==> src/pma_ctrl_map.vh <==
// register map, field positions, reset values and timing counts
`ifndef PMA_CTRL_MAP_VH
`define PMA_CTRL_MAP_VH

`define MMD_DEVAD 5'h01
`define OFS_CONTROL 16'h0000
`define OFS_STATUS 16'h0001
`define OFS_DEVS_LOW 16'h0005
`define OFS_DEVS_HIGH 16'h0006

`define CTL_SOFT_RESET 15
`define CTL_SOFT_POWERDOWN 11
`define CTL_LOOPBACK 0
`define STA_LINK_UP 2
`define STA_PD_CAPABLE 1

`define RST_CONTROL 16'h0000
`define RST_STATUS 16'h0002
`define VAL_DEVS_LOW 16'h008B
`define VAL_DEVS_HIGH 16'hC000

`define OP_ADDRESS 2'b00
`define OP_WRITE 2'b01
`define OP_READ_INC 2'b10
`define OP_READ 2'b11

`define PREAMBLE_BITS 6'd32
`define HEADER_BITS 4'd13
`define DATA_BITS 5'd16

// soft reset lasts 640 ns of the 4 ns system clock
`define SOFT_RST_CYC 8'hA0
`define PIN_LOAD_CYC 2'd3

`endif

==> src/pma_pmd_control_status_regs.v <==
// attachment control/status registers behind a clause 45 management slave
`include "pma_ctrl_map.vh"

// Summary of operation
// - control bit 15 write reinitialises whole chip
// - reset bit always reads zero, as the frame parser is held in reset while busy
// - control bit 11 enters low power state
// - management access stays alive during powerdown
// - powerdown reset value follows configuration pin
// - control bit 0 loops transmit onto receive
// - status bit 2 latches low until read
// - status bit 1 always reads one
// - devices present low reads 0x8B
// - devices present high reads 0xC000
// - control reset value depends on pins
// - status at device one offset one, resets two
module pma_pmd_control_status_regs #(
  parameter [4:0] PORT_ADDR = 5'h00
) (
  input wire clk_sys_i,
  input wire rst_i,
  input wire mdc_i,
  input wire mdio_i,
  output reg mdio_o,
  output reg mdio_oe_n_o,
  input wire powerdown_default_pin_i,
  input wire link_up_i,
  input wire [3:0] tx_data_i,
  input wire tx_en_i,
  input wire [3:0] line_rx_data_i,
  input wire line_rx_dv_i,
  output reg [3:0] rx_data_o,
  output reg rx_dv_o,
  output reg [3:0] line_tx_data_o,
  output reg line_tx_en_o,
  output wire chip_reset_o,
  output wire attach_soft_powerdown_o,
  output wire local_loopback_enable_o
);

  localparam [3:0] S_PRE = 4'b0001;
  localparam [3:0] S_HDR = 4'b0010;
  localparam [3:0] S_TA = 4'b0100;
  localparam [3:0] S_DATA = 4'b1000;
  localparam [7:0] RST_CYC = `SOFT_RST_CYC;

  //////////////////////////////////////////////////////////////////////////
  // synchronisers for pins from outside the clock domain
  reg mdc_s1, mdc_s2, mdc_s3;
  reg mdio_s1, mdio_s2;
  reg pin_s1, pin_s2;
  reg link_s1, link_s2;

  always @(posedge clk_sys_i) begin
    mdc_s1 <= mdc_i;
    mdc_s2 <= mdc_s1;
    mdc_s3 <= mdc_s2;
    mdio_s1 <= mdio_i;
    mdio_s2 <= mdio_s1;
    pin_s1 <= powerdown_default_pin_i;
    pin_s2 <= pin_s1;
    link_s1 <= link_up_i;
    link_s2 <= link_s1;
  end

  // mdc and mdio see equal delay, so bit sampled at the rise is aligned
  wire mdc_rise = mdc_s2 & ~mdc_s3;
  wire bit_in = mdio_s2;

  //////////////////////////////////////////////////////////////////////////
  // register state
  reg [7:0] rst_cnt;
  reg [1:0] pin_load;
  reg soft_powerdown;
  reg loopback;
  reg link_ll;
  reg [15:0] reg_addr;
  wire rst_busy = (rst_cnt != 8'h00);
  wire local_rst = rst_i | rst_busy;

  assign chip_reset_o = rst_busy;
  assign attach_soft_powerdown_o = soft_powerdown;
  assign local_loopback_enable_o = loopback;

  function [15:0] reg_read;
    input [15:0] addr;
    input busy;
    input pd;
    input lb;
    input ll;
    begin
      reg_read = 16'h0000;
      case (addr)
        `OFS_CONTROL: begin
          reg_read[`CTL_SOFT_RESET] = busy;
          reg_read[`CTL_SOFT_POWERDOWN] = pd;
          reg_read[`CTL_LOOPBACK] = lb;
        end
        `OFS_STATUS: begin
          reg_read[`STA_LINK_UP] = ll;
          reg_read[`STA_PD_CAPABLE] = 1'b1;
        end
        `OFS_DEVS_LOW: reg_read = `VAL_DEVS_LOW;
        `OFS_DEVS_HIGH: reg_read = `VAL_DEVS_HIGH;
        default: reg_read = 16'h0000;
      endcase
    end
  endfunction

  //////////////////////////////////////////////////////////////////////////
  // management frame parser; runs in powerdown too
  reg [3:0] state;
  reg [5:0] pre_cnt;
  reg [3:0] hdr_cnt;
  reg [4:0] dat_cnt;
  reg [12:0] hdr;
  reg [15:0] wdata;
  reg [15:0] rshift;
  reg ta_first;
  reg reading;
  reg [1:0] op;
  reg for_us;

  wire [12:0] next_hdr = {hdr[11:0], bit_in};
  wire hdr_match = (next_hdr[12] == 1'b0) &&
    (next_hdr[9:5] == PORT_ADDR) && (next_hdr[4:0] == `MMD_DEVAD);
  wire [15:0] next_wdata = {wdata[14:0], bit_in};
  wire frame_end = mdc_rise && (state == S_DATA) &&
    (dat_cnt == `DATA_BITS - 5'd1);
  wire do_write = frame_end && for_us && (op == `OP_WRITE);
  wire status_read = mdc_rise && (state == S_HDR) &&
    (hdr_cnt == `HEADER_BITS - 4'd1) && hdr_match &&
    next_hdr[11] && (reg_addr == `OFS_STATUS);

  always @(posedge clk_sys_i) begin
    if (local_rst) begin
      state <= S_PRE;
      pre_cnt <= 6'd0;
      hdr_cnt <= 4'd0;
      dat_cnt <= 5'd0;
      hdr <= 13'h0000;
      wdata <= 16'h0000;
      rshift <= 16'h0000;
      ta_first <= 1'b0;
      reading <= 1'b0;
      op <= 2'b00;
      for_us <= 1'b0;
      reg_addr <= 16'h0000;
      mdio_o <= 1'b1;
      mdio_oe_n_o <= 1'b1;
    end else if (mdc_rise) begin
      case (state)
        S_PRE: begin
          if (bit_in) begin
            if (pre_cnt != `PREAMBLE_BITS) begin
              pre_cnt <= pre_cnt + 6'd1;
            end
          end else if (pre_cnt == `PREAMBLE_BITS) begin
            state <= S_HDR;
            hdr_cnt <= 4'd0;
            hdr <= 13'h0000;
          end else begin
            pre_cnt <= 6'd0;
          end
        end
        S_HDR: begin
          hdr <= next_hdr;
          hdr_cnt <= hdr_cnt + 4'd1;
          if (hdr_cnt == `HEADER_BITS - 4'd1) begin
            op <= next_hdr[11:10];
            for_us <= hdr_match;
            reading <= hdr_match & next_hdr[11];
            rshift <= reg_read(reg_addr, rst_busy, soft_powerdown,
              loopback, link_ll);
            ta_first <= 1'b1;
            state <= S_TA;
          end
        end
        S_TA: begin
          ta_first <= 1'b0;
          if (ta_first) begin
            mdio_oe_n_o <= ~reading;
            mdio_o <= 1'b0;
          end else begin
            mdio_o <= rshift[15];
            rshift <= {rshift[14:0], 1'b0};
            dat_cnt <= 5'd0;
            state <= S_DATA;
          end
        end
        S_DATA: begin
          wdata <= next_wdata;
          dat_cnt <= dat_cnt + 5'd1;
          mdio_o <= rshift[15];
          rshift <= {rshift[14:0], 1'b0};
          if (dat_cnt == `DATA_BITS - 5'd1) begin
            mdio_oe_n_o <= 1'b1;
            mdio_o <= 1'b1;
            pre_cnt <= 6'd0;
            state <= S_PRE;
            if (for_us && (op == `OP_ADDRESS)) begin
              reg_addr <= next_wdata;
            end
            if (for_us && (op == `OP_READ_INC)) begin
              reg_addr <= reg_addr + 16'h0001;
            end
          end
        end
        default: state <= S_PRE;
      endcase
    end
  end

  //////////////////////////////////////////////////////////////////////////
  // soft reset counter; hardware reset only clears it
  always @(posedge clk_sys_i) begin
    if (rst_i) begin
      rst_cnt <= 8'h00;
    end else if (rst_busy) begin
      rst_cnt <= rst_cnt - 8'h01;
    end else if (do_write && (reg_addr == `OFS_CONTROL) &&
        next_wdata[`CTL_SOFT_RESET]) begin
      rst_cnt <= RST_CYC;
    end
  end

  //////////////////////////////////////////////////////////////////////////
  // control fields; powerdown reloads from the pin after any reset
  always @(posedge clk_sys_i) begin
    if (local_rst) begin
      pin_load <= `PIN_LOAD_CYC;
      soft_powerdown <= 1'b0;
      loopback <= 1'b0;
    end else if (pin_load != 2'd0) begin
      // the synchroniser needs a few cycles to carry the pin level
      pin_load <= pin_load - 2'd1;
      soft_powerdown <= pin_s2;
    end else if (do_write && (reg_addr == `OFS_CONTROL) &&
        !next_wdata[`CTL_SOFT_RESET]) begin
      soft_powerdown <= next_wdata[`CTL_SOFT_POWERDOWN];
      loopback <= next_wdata[`CTL_LOOPBACK];
    end
  end

  // a drop in the same cycle as the read still clears the bit
  always @(posedge clk_sys_i) begin
    if (local_rst) begin
      link_ll <= 1'b0;
    end else if (status_read) begin
      link_ll <= link_s2;
    end else begin
      link_ll <= link_ll & link_s2;
    end
  end

  //////////////////////////////////////////////////////////////////////////
  // data path: loopback and powerdown gating
  always @(posedge clk_sys_i) begin
    if (local_rst || soft_powerdown) begin
      rx_data_o <= 4'h0;
      rx_dv_o <= 1'b0;
      line_tx_data_o <= 4'h0;
      line_tx_en_o <= 1'b0;
    end else if (loopback) begin
      rx_data_o <= tx_data_i;
      rx_dv_o <= tx_en_i;
      line_tx_data_o <= 4'h0;
      line_tx_en_o <= 1'b0;
    end else begin
      rx_data_o <= line_rx_data_i;
      rx_dv_o <= line_rx_dv_i;
      line_tx_data_o <= tx_data_i;
      line_tx_en_o <= tx_en_i;
    end
  end

endmodule // pma_pmd_control_status_regs

==> config.mk <==
export PLATFORM = sky130hd
export DESIGN_NAME = pma_pmd_control_status_regs
export DESIGN_NICKNAME = d
export VERILOG_FILES = /design/src/pma_pmd_control_status_regs.v
export VERILOG_INCLUDE_DIRS = /design/src
export SDC_FILE = /design/constraint.sdc
export NUM_CORES = 1
export LEC_CHECK = 0
export BUFFER_PORTS_ARGS = -buffer_cell sky130_fd_sc_hd__buf_2
export CAP_MARGIN = 20
export CELL_PAD_IN_SITES_DETAIL_PLACEMENT = 0
export CELL_PAD_IN_SITES_GLOBAL_PLACEMENT = 1
export CORE_ASPECT_RATIO = 2
export CORE_MARGIN = 5
export CORE_UTILIZATION = 35
export DETAILED_ROUTE_END_ITERATION = 16
export PLACE_DENSITY = 0.66
export SYNTH_ARGS = -nofsm -noshare
export SYNTH_HDL_FRONTEND = slang
export SYNTH_SLANG_ARGS = --single-unit
==> constraint.sdc <==
create_clock -name clk_sys_i -period 2.25 [get_ports clk_sys_i]
set_input_delay 0.3375 -clock clk_sys_i [delete_from_list [all_inputs] [get_ports clk_sys_i]]
set_output_delay 0.3375 -clock clk_sys_i [all_outputs]
set_load 0.01 [all_outputs]
== Word-level counts from Yosys, hierarchy flattened ==
Index checks and enable logic that the tools add are counted.
Widths: inputs -> output; s select.

* Add/subtract/negate cells: 6
* Multiply operators: 0
* Divide/modulo/power cells: 0
* Order comparisons: 0
* Equal/unequal tests: 22
* Shifts and indexed selects: 0
* Multiplexer cells: 45
* Bitwise gates (word level): 8
* Reduce and logical (&&, ||, !) cells: 44

{| class="wikitable"
|+ Operators with widths
! kind !! count
|-
| $mux 16 || 4
|-
| $pmux 16 s3 || 1
|-
| $eq 16x3->1 const B || 2
|-
| $mux 4 || 8
|-
| $mux 12 || 2
|-
| $mux 6 || 4
|-
| $pmux 12 s2 || 1
|-
| $add 16x1->16 const B || 1
|-
| $eq 16x1->1 const B || 1
|-
| $logic_and 1x1->1 || 16
|-
| $logic_not 16->1 || 1
|-
| $mux 8 || 2
|-
| $pmux 4 s4 || 1
|-
| $reduce_and 4->1 || 4
|-
| $reduce_bool 2->1 || 8
|-
| $pmux 6 s2 || 1
|-
| $mux 1 || 10
|-
| $mux 5 || 2
|-
| $pmux 1 s2 || 5
|-
| $pmux 5 s2 || 1
|-
| $reduce_and 3->1 || 3
|-
| $eq 4x4->1 const B || 2
|-
| $ne 2x2->1 const B || 4
|-
| $pmux 4 s2 || 1
|-
| 31 further kinds || 40
|}

* Register bits: 117
* Latch bits: 0
* RAM bits: 0
* Memory bits (read-only): 0
* Input port bits: 16
* Output and inout port bits: 15
* Word-level logic and storage cells: 157
* Memories: 0

== Longest topological paths before layout ==
Gate-level depths: netlist of the first run.

* Depth in word-level cells: 10
* Depth in mapped cells: 10
* Mapped depth without buffers: 8

== Worst setup path after synthesis of the first run ==
No wires, ideal clock.

* Path kind: reg2reg
* Start: reg hdr_cnt[0]
* End: reg rshift[0]
* Setup time: 0.070 ns
* Arrival: 2.165 ns
* Data required time: 2.180 ns
* Path slack: 0.014 ns
* Cell stages (with the launch flop): 8
* Path buffers: 0
* Period minus slack after synthesis: 2.236 ns
* Cell sequence: dfxtp_1 inv_1 ha_1 nand3_1 a221o_1 or4_4 or4_1 a21oi_1

* Longest elaborated chain between the ends: 3

{| class="wikitable"
|+ RTL lines
! what !! RTL line !! RTL
|-
| start: declaration || pma_pmd_control_status_regs.v:114 || <nowiki>reg [3:0] hdr_cnt;</nowiki>
|-
| start signal: assignment || pma_pmd_control_status_regs.v:168 || <nowiki>hdr_cnt <= hdr_cnt + 4'd1;</nowiki>
|-
| $eq 4x4->1 || pma_pmd_control_status_regs.v:169 || <nowiki>if (hdr_cnt == `HEADER_BITS - 4'd1) begin</nowiki>
|-
| $ne 2x1->1 (no line) || - ||
|-
| $reduce_and 4->1 (no line) || - ||
|-
| end signal: assignment || pma_pmd_control_status_regs.v:173 || <nowiki>rshift <= reg_read(reg_addr, rst_busy, soft_powerdown,</nowiki>
|-
| end signal: assignment || pma_pmd_control_status_regs.v:186 || <nowiki>rshift <= {rshift[14:0], 1'b0};</nowiki>
|-
| end signal: assignment || pma_pmd_control_status_regs.v:195 || <nowiki>rshift <= {rshift[14:0], 1'b0};</nowiki>
|-
| end: declaration || pma_pmd_control_status_regs.v:118 || <nowiki>reg [15:0] rshift;</nowiki>
|}

Every way passes these cells.
A chain may end at the register's enable or synchronous reset.

== Final worst setup path of the first run ==
Same ends and word-level chain as after synthesis.

==> results of run 1 <==
per-layer routing:
layer  vias up  wire [µm]
li1       2301          -
met2        82       7926
met3        47        349
met5         -          0
met1      2231       4965
met4         0        711
worst max-delay path by stage:
stage	startpoint	end	cells past startpoint
floorplan	hdr_cnt[0]	rshift[0]	7
global placement	state[0]	rst_cnt[1]	6
detailed placement	state[0]	reg_addr[9]	6
CTS	hdr_cnt[0]	rshift[0]	7
global route	hdr_cnt[0]	rshift[0]	7
finish	hdr_cnt[0]	rshift[0]	7
sequential cells by signal, summed over array words and instances (netlist names), 5 cells and up:
name,cells
dat_cnt,5
hdr,12
pre_cnt,6
reg_addr,16
rshift,16
rst_cnt,8
wdata,15
stage by stage:
stage	util	total power [mW]
floorplan	-	2.919
global placement	0.3973	3.294
detailed placement	0.3973	3.322
CTS	0.4408	6.262
global route	0.4465	6.468
finish	0.4465	6.175
layout make-up:
type,count,share of cell area
flip-flops and latches,117,0.3570
multi-input cells,443,0.4139
inverters,20,0.01141
clock buffers,18,0.06673
repair buffers,77,0.08403
well taps,195,0.03707
clock inverters,13,0.02985
power breakdown:
group          total, mW  switching, mW  internal [mW]
clock network       2.91           1.02           1.89
registers           2.27         0.0823           2.19
logic              0.991          0.576          0.415
cell usage in the layout (no fill, tap or decap), drive strengths merged, types with 4 or more instances in the layout:
master / n
dfxtp: 117
nand2: 78
buf: 77
nor2: 64
a21oi: 57
nor3: 27
nand3: 26
mux2i: 25
inv: 24
o21ai: 21
clkbuf: 18
ha: 13
nor4: 11
a211oi: 10
xor2: 10
and2: 8
nand4: 6
a311oi: 6
nor4b: 6
o21a: 5
a31oi: 5
and3: 5
or4: 5
xnor2: 4
nand3b: 4
bufinv: 4
nand2b: 4
or4b: 4
repair_timing:
item                                   CTS  global route
resized for setup                        2            21
pin swaps                                1             5
setup buffers                            0             0
setup endpoints to repair                2            16
endpoints found under the hold margin    0             0
kinds of logic after synthesis:
group | after synthesis
xor+xnor | 14
simple gates | 262
flops | 117
compound gates | 127
buf+inv | 56
fa+ha+maj | 13
mux | 27
==> results list, run 1 <==
- Outcome: finished clean
* Die extent in y: 182.6 µm
* Cell types occupying the most area after synthesis: dfxtp_1 45%, nand2_1 5.6%, a21oi_1 5.5%
* Count of nets left with antenna violations after detail routing: 0
* Summed area of non-filler cells in the final layout: 6581 µm²
- Together, buffers and inverters on the worst path number 1.
- In this run the horizontal extent of the chip is 96.31 µm.
- In this run the mean area of a mapped cell was 8.464 µm².
- Final Slew Violations: 0
- Largest fanout of any net on the critical path: 2
- The slowest stage of the critical path is the or4_4 cell.
* Number of maximum-capacitance violations: 0
- Global placer's final weighted congestion: 0.8200
- Signed area change from the synthesized netlist to the final layout: 26.23%
* Cell family with the largest share of critical-path delay: simple AND/OR/NAND/NOR gates
* Synthesized netlist cell count: 616
* Dpl ws: -19.48 ps
- First-pass detailed-route iteration total: 4
- The worst setup path is launched from a register.
- CTS buffer count: 17
- Hold path startpoint: link_up_i
* Chain of cells forming the critical path: inv_1, ha_2, nand3_2, a221o_1, or4_4, or4_4, a21oi_2
- Across the VDD grid, the largest voltage drop is 510.3 µV.
- Max frequency: 461.9 MHz
* Combinational family with the most area after synthesis: simple AND/OR/NAND/NOR gates
- Synthesis produced a netlist with a net count of 645.
- Arrival time worst endpoint: 2510 ps
* Detailed placer's ending HPWL: 10.39 mm
- Num ports: 31
- Final hold violation count: 0
- GRT Residual Overflow: 0
- Worst-case clock buffer depth: 2
- Peak-usage layer in the global routing report: met2
- Buffers inserted to repair hold after CTS numbered 0.
- For the pin with the worst max-slew slack, the measured transition is 662.3 ps.
* Fraction of met3 tracks used by global routing: 0.03589
- Of the total synthesized cell area, the portion taken by XOR and XNOR cells is 0.02352.
* Worst hold slack: 21.71 ps
- Summing all placed instances gives a cell area of 5856 µm².
* Worst path required time: 2590 ps
- Clock-pin slew was measured on the worst setup and hold paths at 60 ps.
* Final Non-Filler Cells: 883
- In this design, the critical path's most frequently occurring cell is or4_4.
* Hold Path Sink: link_s1
- After detailed routing, the number of remaining DRC violations is 0.
- Crit path largest cell delay: 540 ps
- Top cell type's share of synthesized area: 0.4492
* Cell with the most instances after synthesis: dfxtp_1
* Sequential cell area: 2350 µm²
* Max-slew headroom at the worst pin: 0.5561
- Leakage: 2.304 nW
* TritonCTS clock tree: yes
* Endpoint of the worst register-to-register path: rshift[0]
- Number of different library cells in the post-synthesis netlist: 61
- STA classifies the critical path endpoint as a register.
* Wire length of the first global-routing pass: 22.94 mm
* Startpoint of the worst register-to-register path: hdr_cnt[0]
- The synthesized design spends more area on one cell type than any other, namely dfxtp_1.
* Root Buffer: clkbuf_16
- Antenna violations before repair: 0
- Complex-gate fraction of the synthesized area: 0.1490
- The synthesized design contains 0 enable-type register cells.
* Clock insertion delay at the later pin of the skew report: 410 ps
* Portion of the post-synthesis area used by sequential elements: 0.4492
- In the final layout, the multi-input gates occupy 2724 µm².
* Leading register cell type out of synthesis: dfxtp_1
- Post-synthesis share of cell area spent on and, or, nand and nor gates: 0.2481
- Most frequent cells after synthesis: 117 x dfxtp_1, 78 x nand2_1, 64 x nor2_1
* Proportion of synthesized area in mux cells: 0.05232
- The die covers 17590 µm².
* Portion of the clock cycle consumed by the worst path in the final layout: 0.9622
- Fillers: 1487
- Of the cells placed in the final design, the portion with a size suffix greater than 1 is 0.2049.
- Of the total synthesized cell area, the portion taken by full adders, half adders and majority gates is 0.03120.
- Clock Sink Count: 117
- Power per Cell Area: 938.3 nW/µm²
- Antenna fix cells: 0
- Number of vias after detailed routing: 4661
- R2R cell count: 7
- Setup violations remaining at the end of the flow were counted as 0.
- The initial utilization of the core area, before any placement, comes to 0.3537.
- Yosys printed 0 warnings.
* GRT met2 Usage: 0.3132
* Count of port buffers added during placement: 30
* Core Area: 14740 µm²
- Final Critical Period: 2165 ps
- The cell area that synthesis handed to floorplanning was 5214 µm².
- Path type of the worst setup path: register to register
- Once placement completed, the tool counted placed cells totaling 852.
- Number of standard-cell rows in the floorplan: 63
- FF+latch count, synth: 117
- Average via count per standard cell: 5.279
* Max Clock Skew: 6.670 ps
- RSZ-0062 raised after global routing: false
- Number of global-route vias before repair: 4785
* Instance count along the most critical hold path: 1
- Post-detailed-route wirelength per cell: 15.80 µm
- Of all flip-flops after synthesis, the portion carrying an async set or reset was 0.
- Type of the tightest min-delay check: primary input to register
- Across every metal layer, demand over resource in global routing totals 0.1693.
* Setup TNS Final: 0 ps
- For this run, global-route usage on met1 was measured as 0.1629.
- Maximum number of pins on one net before global-route repair: 31
* Setup slack of the most critical reg-to-reg path: 90 ps
* Detailed Route Iter0 Violations: 138
- Final routed wirelength across all metal layers: 13.95 mm
* Final WS setup: 85.06 ps
- After the last flow step, the layout net total stands at 705.
- Count of H-tree levels built during CTS: 4
Power figures use the tool's default switching activity.
==> run 2, diff against run 1 <==
--- a/config.mk
+++ b/config.mk
@@ -13,8 +13,10 @@
 export CORE_ASPECT_RATIO = 2
 export CORE_MARGIN = 5
 export CORE_UTILIZATION = 35
+export CTS_CLUSTER_SIZE = 20
 export DETAILED_ROUTE_END_ITERATION = 16
 export PLACE_DENSITY = 0.66
+export RECOVER_POWER = 50
 export SYNTH_ARGS = -nofsm -noshare
 export SYNTH_HDL_FRONTEND = slang
 export SYNTH_SLANG_ARGS = --single-unit
==> run 2 against run 1 <==
  * Worst setup slack improved by 6.0 ps
  * Sequential share of layout area increased by 0.29 points
  * Sequential power hardly changed
  * Critical endpoint unchanged
==> results list, run 2 (synthesized netlist as in run 1, its figures left out) <==
* Final Net Count: 705
- Summed over all nets, the half-perimeter wirelength after detailed placement is 10.39 mm.
- The floorplan has 63 rows.
- Post-detailed-route wirelength per cell: 15.77 µm
* Worst path required time: 2590 ps
- Arrival time worst endpoint: 2500 ps
- Entering global routing, the biggest net connects 31 pins.
* RSZ-0062 raised after global routing: false
* Most common library cell in the layout ignoring fill and taps: dfxtp_1
* Worst path slowest cell: or4_4
* Power per Cell Area: 938.6 nW/µm²
* GRT Residual Overflow: 0
- TritonCTS clock tree: yes
* Final Slew Violations: 0
* Most frequent cell on the critical path: or4_4
* Global placer's final weighted congestion: 0.8200
- After detailed routing, the number of remaining DRC violations is 0.
* Count of H-tree levels built during CTS: 4
- X dimension of the die: 96.31 µm
- Compared with the post-synthesis result, the final layout area differs by 25.22%.
* Leakage: 2.233 nW
* Most frequent cells in the layout: 113 x dfxtp_1, 78 x nand2_1, 64 x nor2_1
- Largest vdd supply drop: 510.7 µV
- The first detailed-routing pass took 4 iterations.
- Type of the tightest min-delay check: primary input to register
- Number of maximum-capacitance violations: 0
- Walking the worst path, the cells encountered are inv_1, ha_2, nand3_2, a221o_1, or4_4, or4_4, a21oi_2.
- Clock insertion delay at the later pin of the skew report: 410 ps
- Endpoint type of the worst setup path: register
- In the global route stage, overall resource usage came out at 0.1693.
- Effective utilization at floorplan: 0.3537
- Die outline area: 17590 µm²
- CTS buffer count: 17
- Worst-case clock buffer depth: 2
- Static timing analysis puts the maximum clock frequency at 463.2 MHz.
- The die is 182.6 µm tall.
- Max Clock Skew: 8.454 ps
- Outcome: finished clean
- Along the worst path, the maximum fanout reaches 2.
- The first global-routing pass estimated 22.94 mm of wire.
- Final WS setup: 91.08 ps
- The via count of the first global-routing pass is 4785.
- Of the available clock period, the critical path in the final layout requires 0.9595.
* Final hold violation count: 0
* Path type of the worst setup path: register to register
- Prior to clock tree synthesis, the placed netlist has a worst setup slack of -19.48 ps.
- Detailed Route Iter0 Violations: 154
* Clock transition at the register clock pins on the worst setup and hold paths after CTS: 60 ps
- Setup violations remaining at the end of the flow were counted as 0.
* Number of vias after detailed routing: 4645
- Num ports: 31
* Max-slew headroom at the worst pin: 0.5550
* Type of element launching the critical path: register
- For this design, the sink count on the clock tree is 117.
- After detailed routing, the total wire length is 13.92 mm.
- Antenna fix cells: 0
- After routing the design area is 6529 µm².
- Top Registers: reg_addr: 16 flops, rshift: 16 flops, wdata: 15 flops
* Antenna violations before repair: 0
- Crit path largest cell delay: 540 ps
* Root Buffer: clkbuf_16
- Input and output buffers added on the ports amount to 30.
* Average via count per standard cell: 5.260
* Placed cell area: 5856 µm²
- Final Critical Period: 2159 ps
- Core Area: 14740 µm²
* Count of nets left with antenna violations after detail routing: 0
- At the pin with the least slew margin, the transition time is 663.9 ps.
* Fraction of final layout cells sized beyond drive strength 1: 0.1788
==> run 2: final cells by class <==
class | count | area [µm²]
fillers | 1496 | 8212
clock buffers | 18 | 439.2
repair buffers | 77 | 506.7
flip-flops and latches | 117 | 2350
multi-input cells | 443 | 2718
well taps | 195 | 244.0
clock inverters | 13 | 196.4
inverters | 20 | 75.07
==> run 2: what timing repair did <==
item,4_1_cts,5_1_grt
setup endpoints to repair,2,16
pin swaps,1,5
endpoints found under the hold margin,0,0
gates resized for setup,2,21
hold buffers,0,0
buffers inserted,0,0
==> run 2: power by group <==
group          switching [mW]  internal (mW)
combinational           0.573          0.368
sequential             0.0839           2.19
clock                    1.02           1.90
==> run 2: per-layer routing <==
layer	vias to the layer above	wire length, µm	global-route usage
met2	69	7933	0.3132
li1	2308	-	-
met4	0	716	0.1040
met5	-	0	0
met3	40	329	0.03589
met1	2228	4944	0.1629
==> run 2: worst max-delay path: cells and delay by family, from the launching register on <==
| kind | cells | cell delay, ps |
|---|---|---|
| simple gates | 3 | 1050 |
| compound gates | 2 | 490 |
| flops | 1 | 300 |
| fa+ha+maj | 1 | 180 |
| buf+inv | 1 | 70 |
==> run 2: worst paths after layout <==
check             startpoint   endpoint  slack [ps]  cells past startpoint
setup / recovery  hdr_cnt[0]  rshift[0]          90                      7
setup reg to reg  hdr_cnt[0]  rshift[0]          90                      7
hold reg to reg      mdio_s1     bit_in         320                      0
hold / removal     link_up_i    link_s1          20                      1
==> run 2: per-stage QoR <==
step / std cells / utilization / setup TNS [ps] / total power, mW / hold WS (ps)
2_1_floorplan: 616 / - / 0 / 2.919 / 309.6
3_3_place_gp: 852 / 0.3973 / 0 / 3.294 / 311.1
3_5_place_dp: 852 / 0.3973 / -36.61 / 3.322 / 313.2
4_1_cts: 883 / 0.4408 / 0 / 6.262 / 5.437
5_1_grt: 883 / 0.4429 / 0 / 6.418 / 4.094
6_report: 883 / 0.4429 / 0 / 6.128 / 23.48
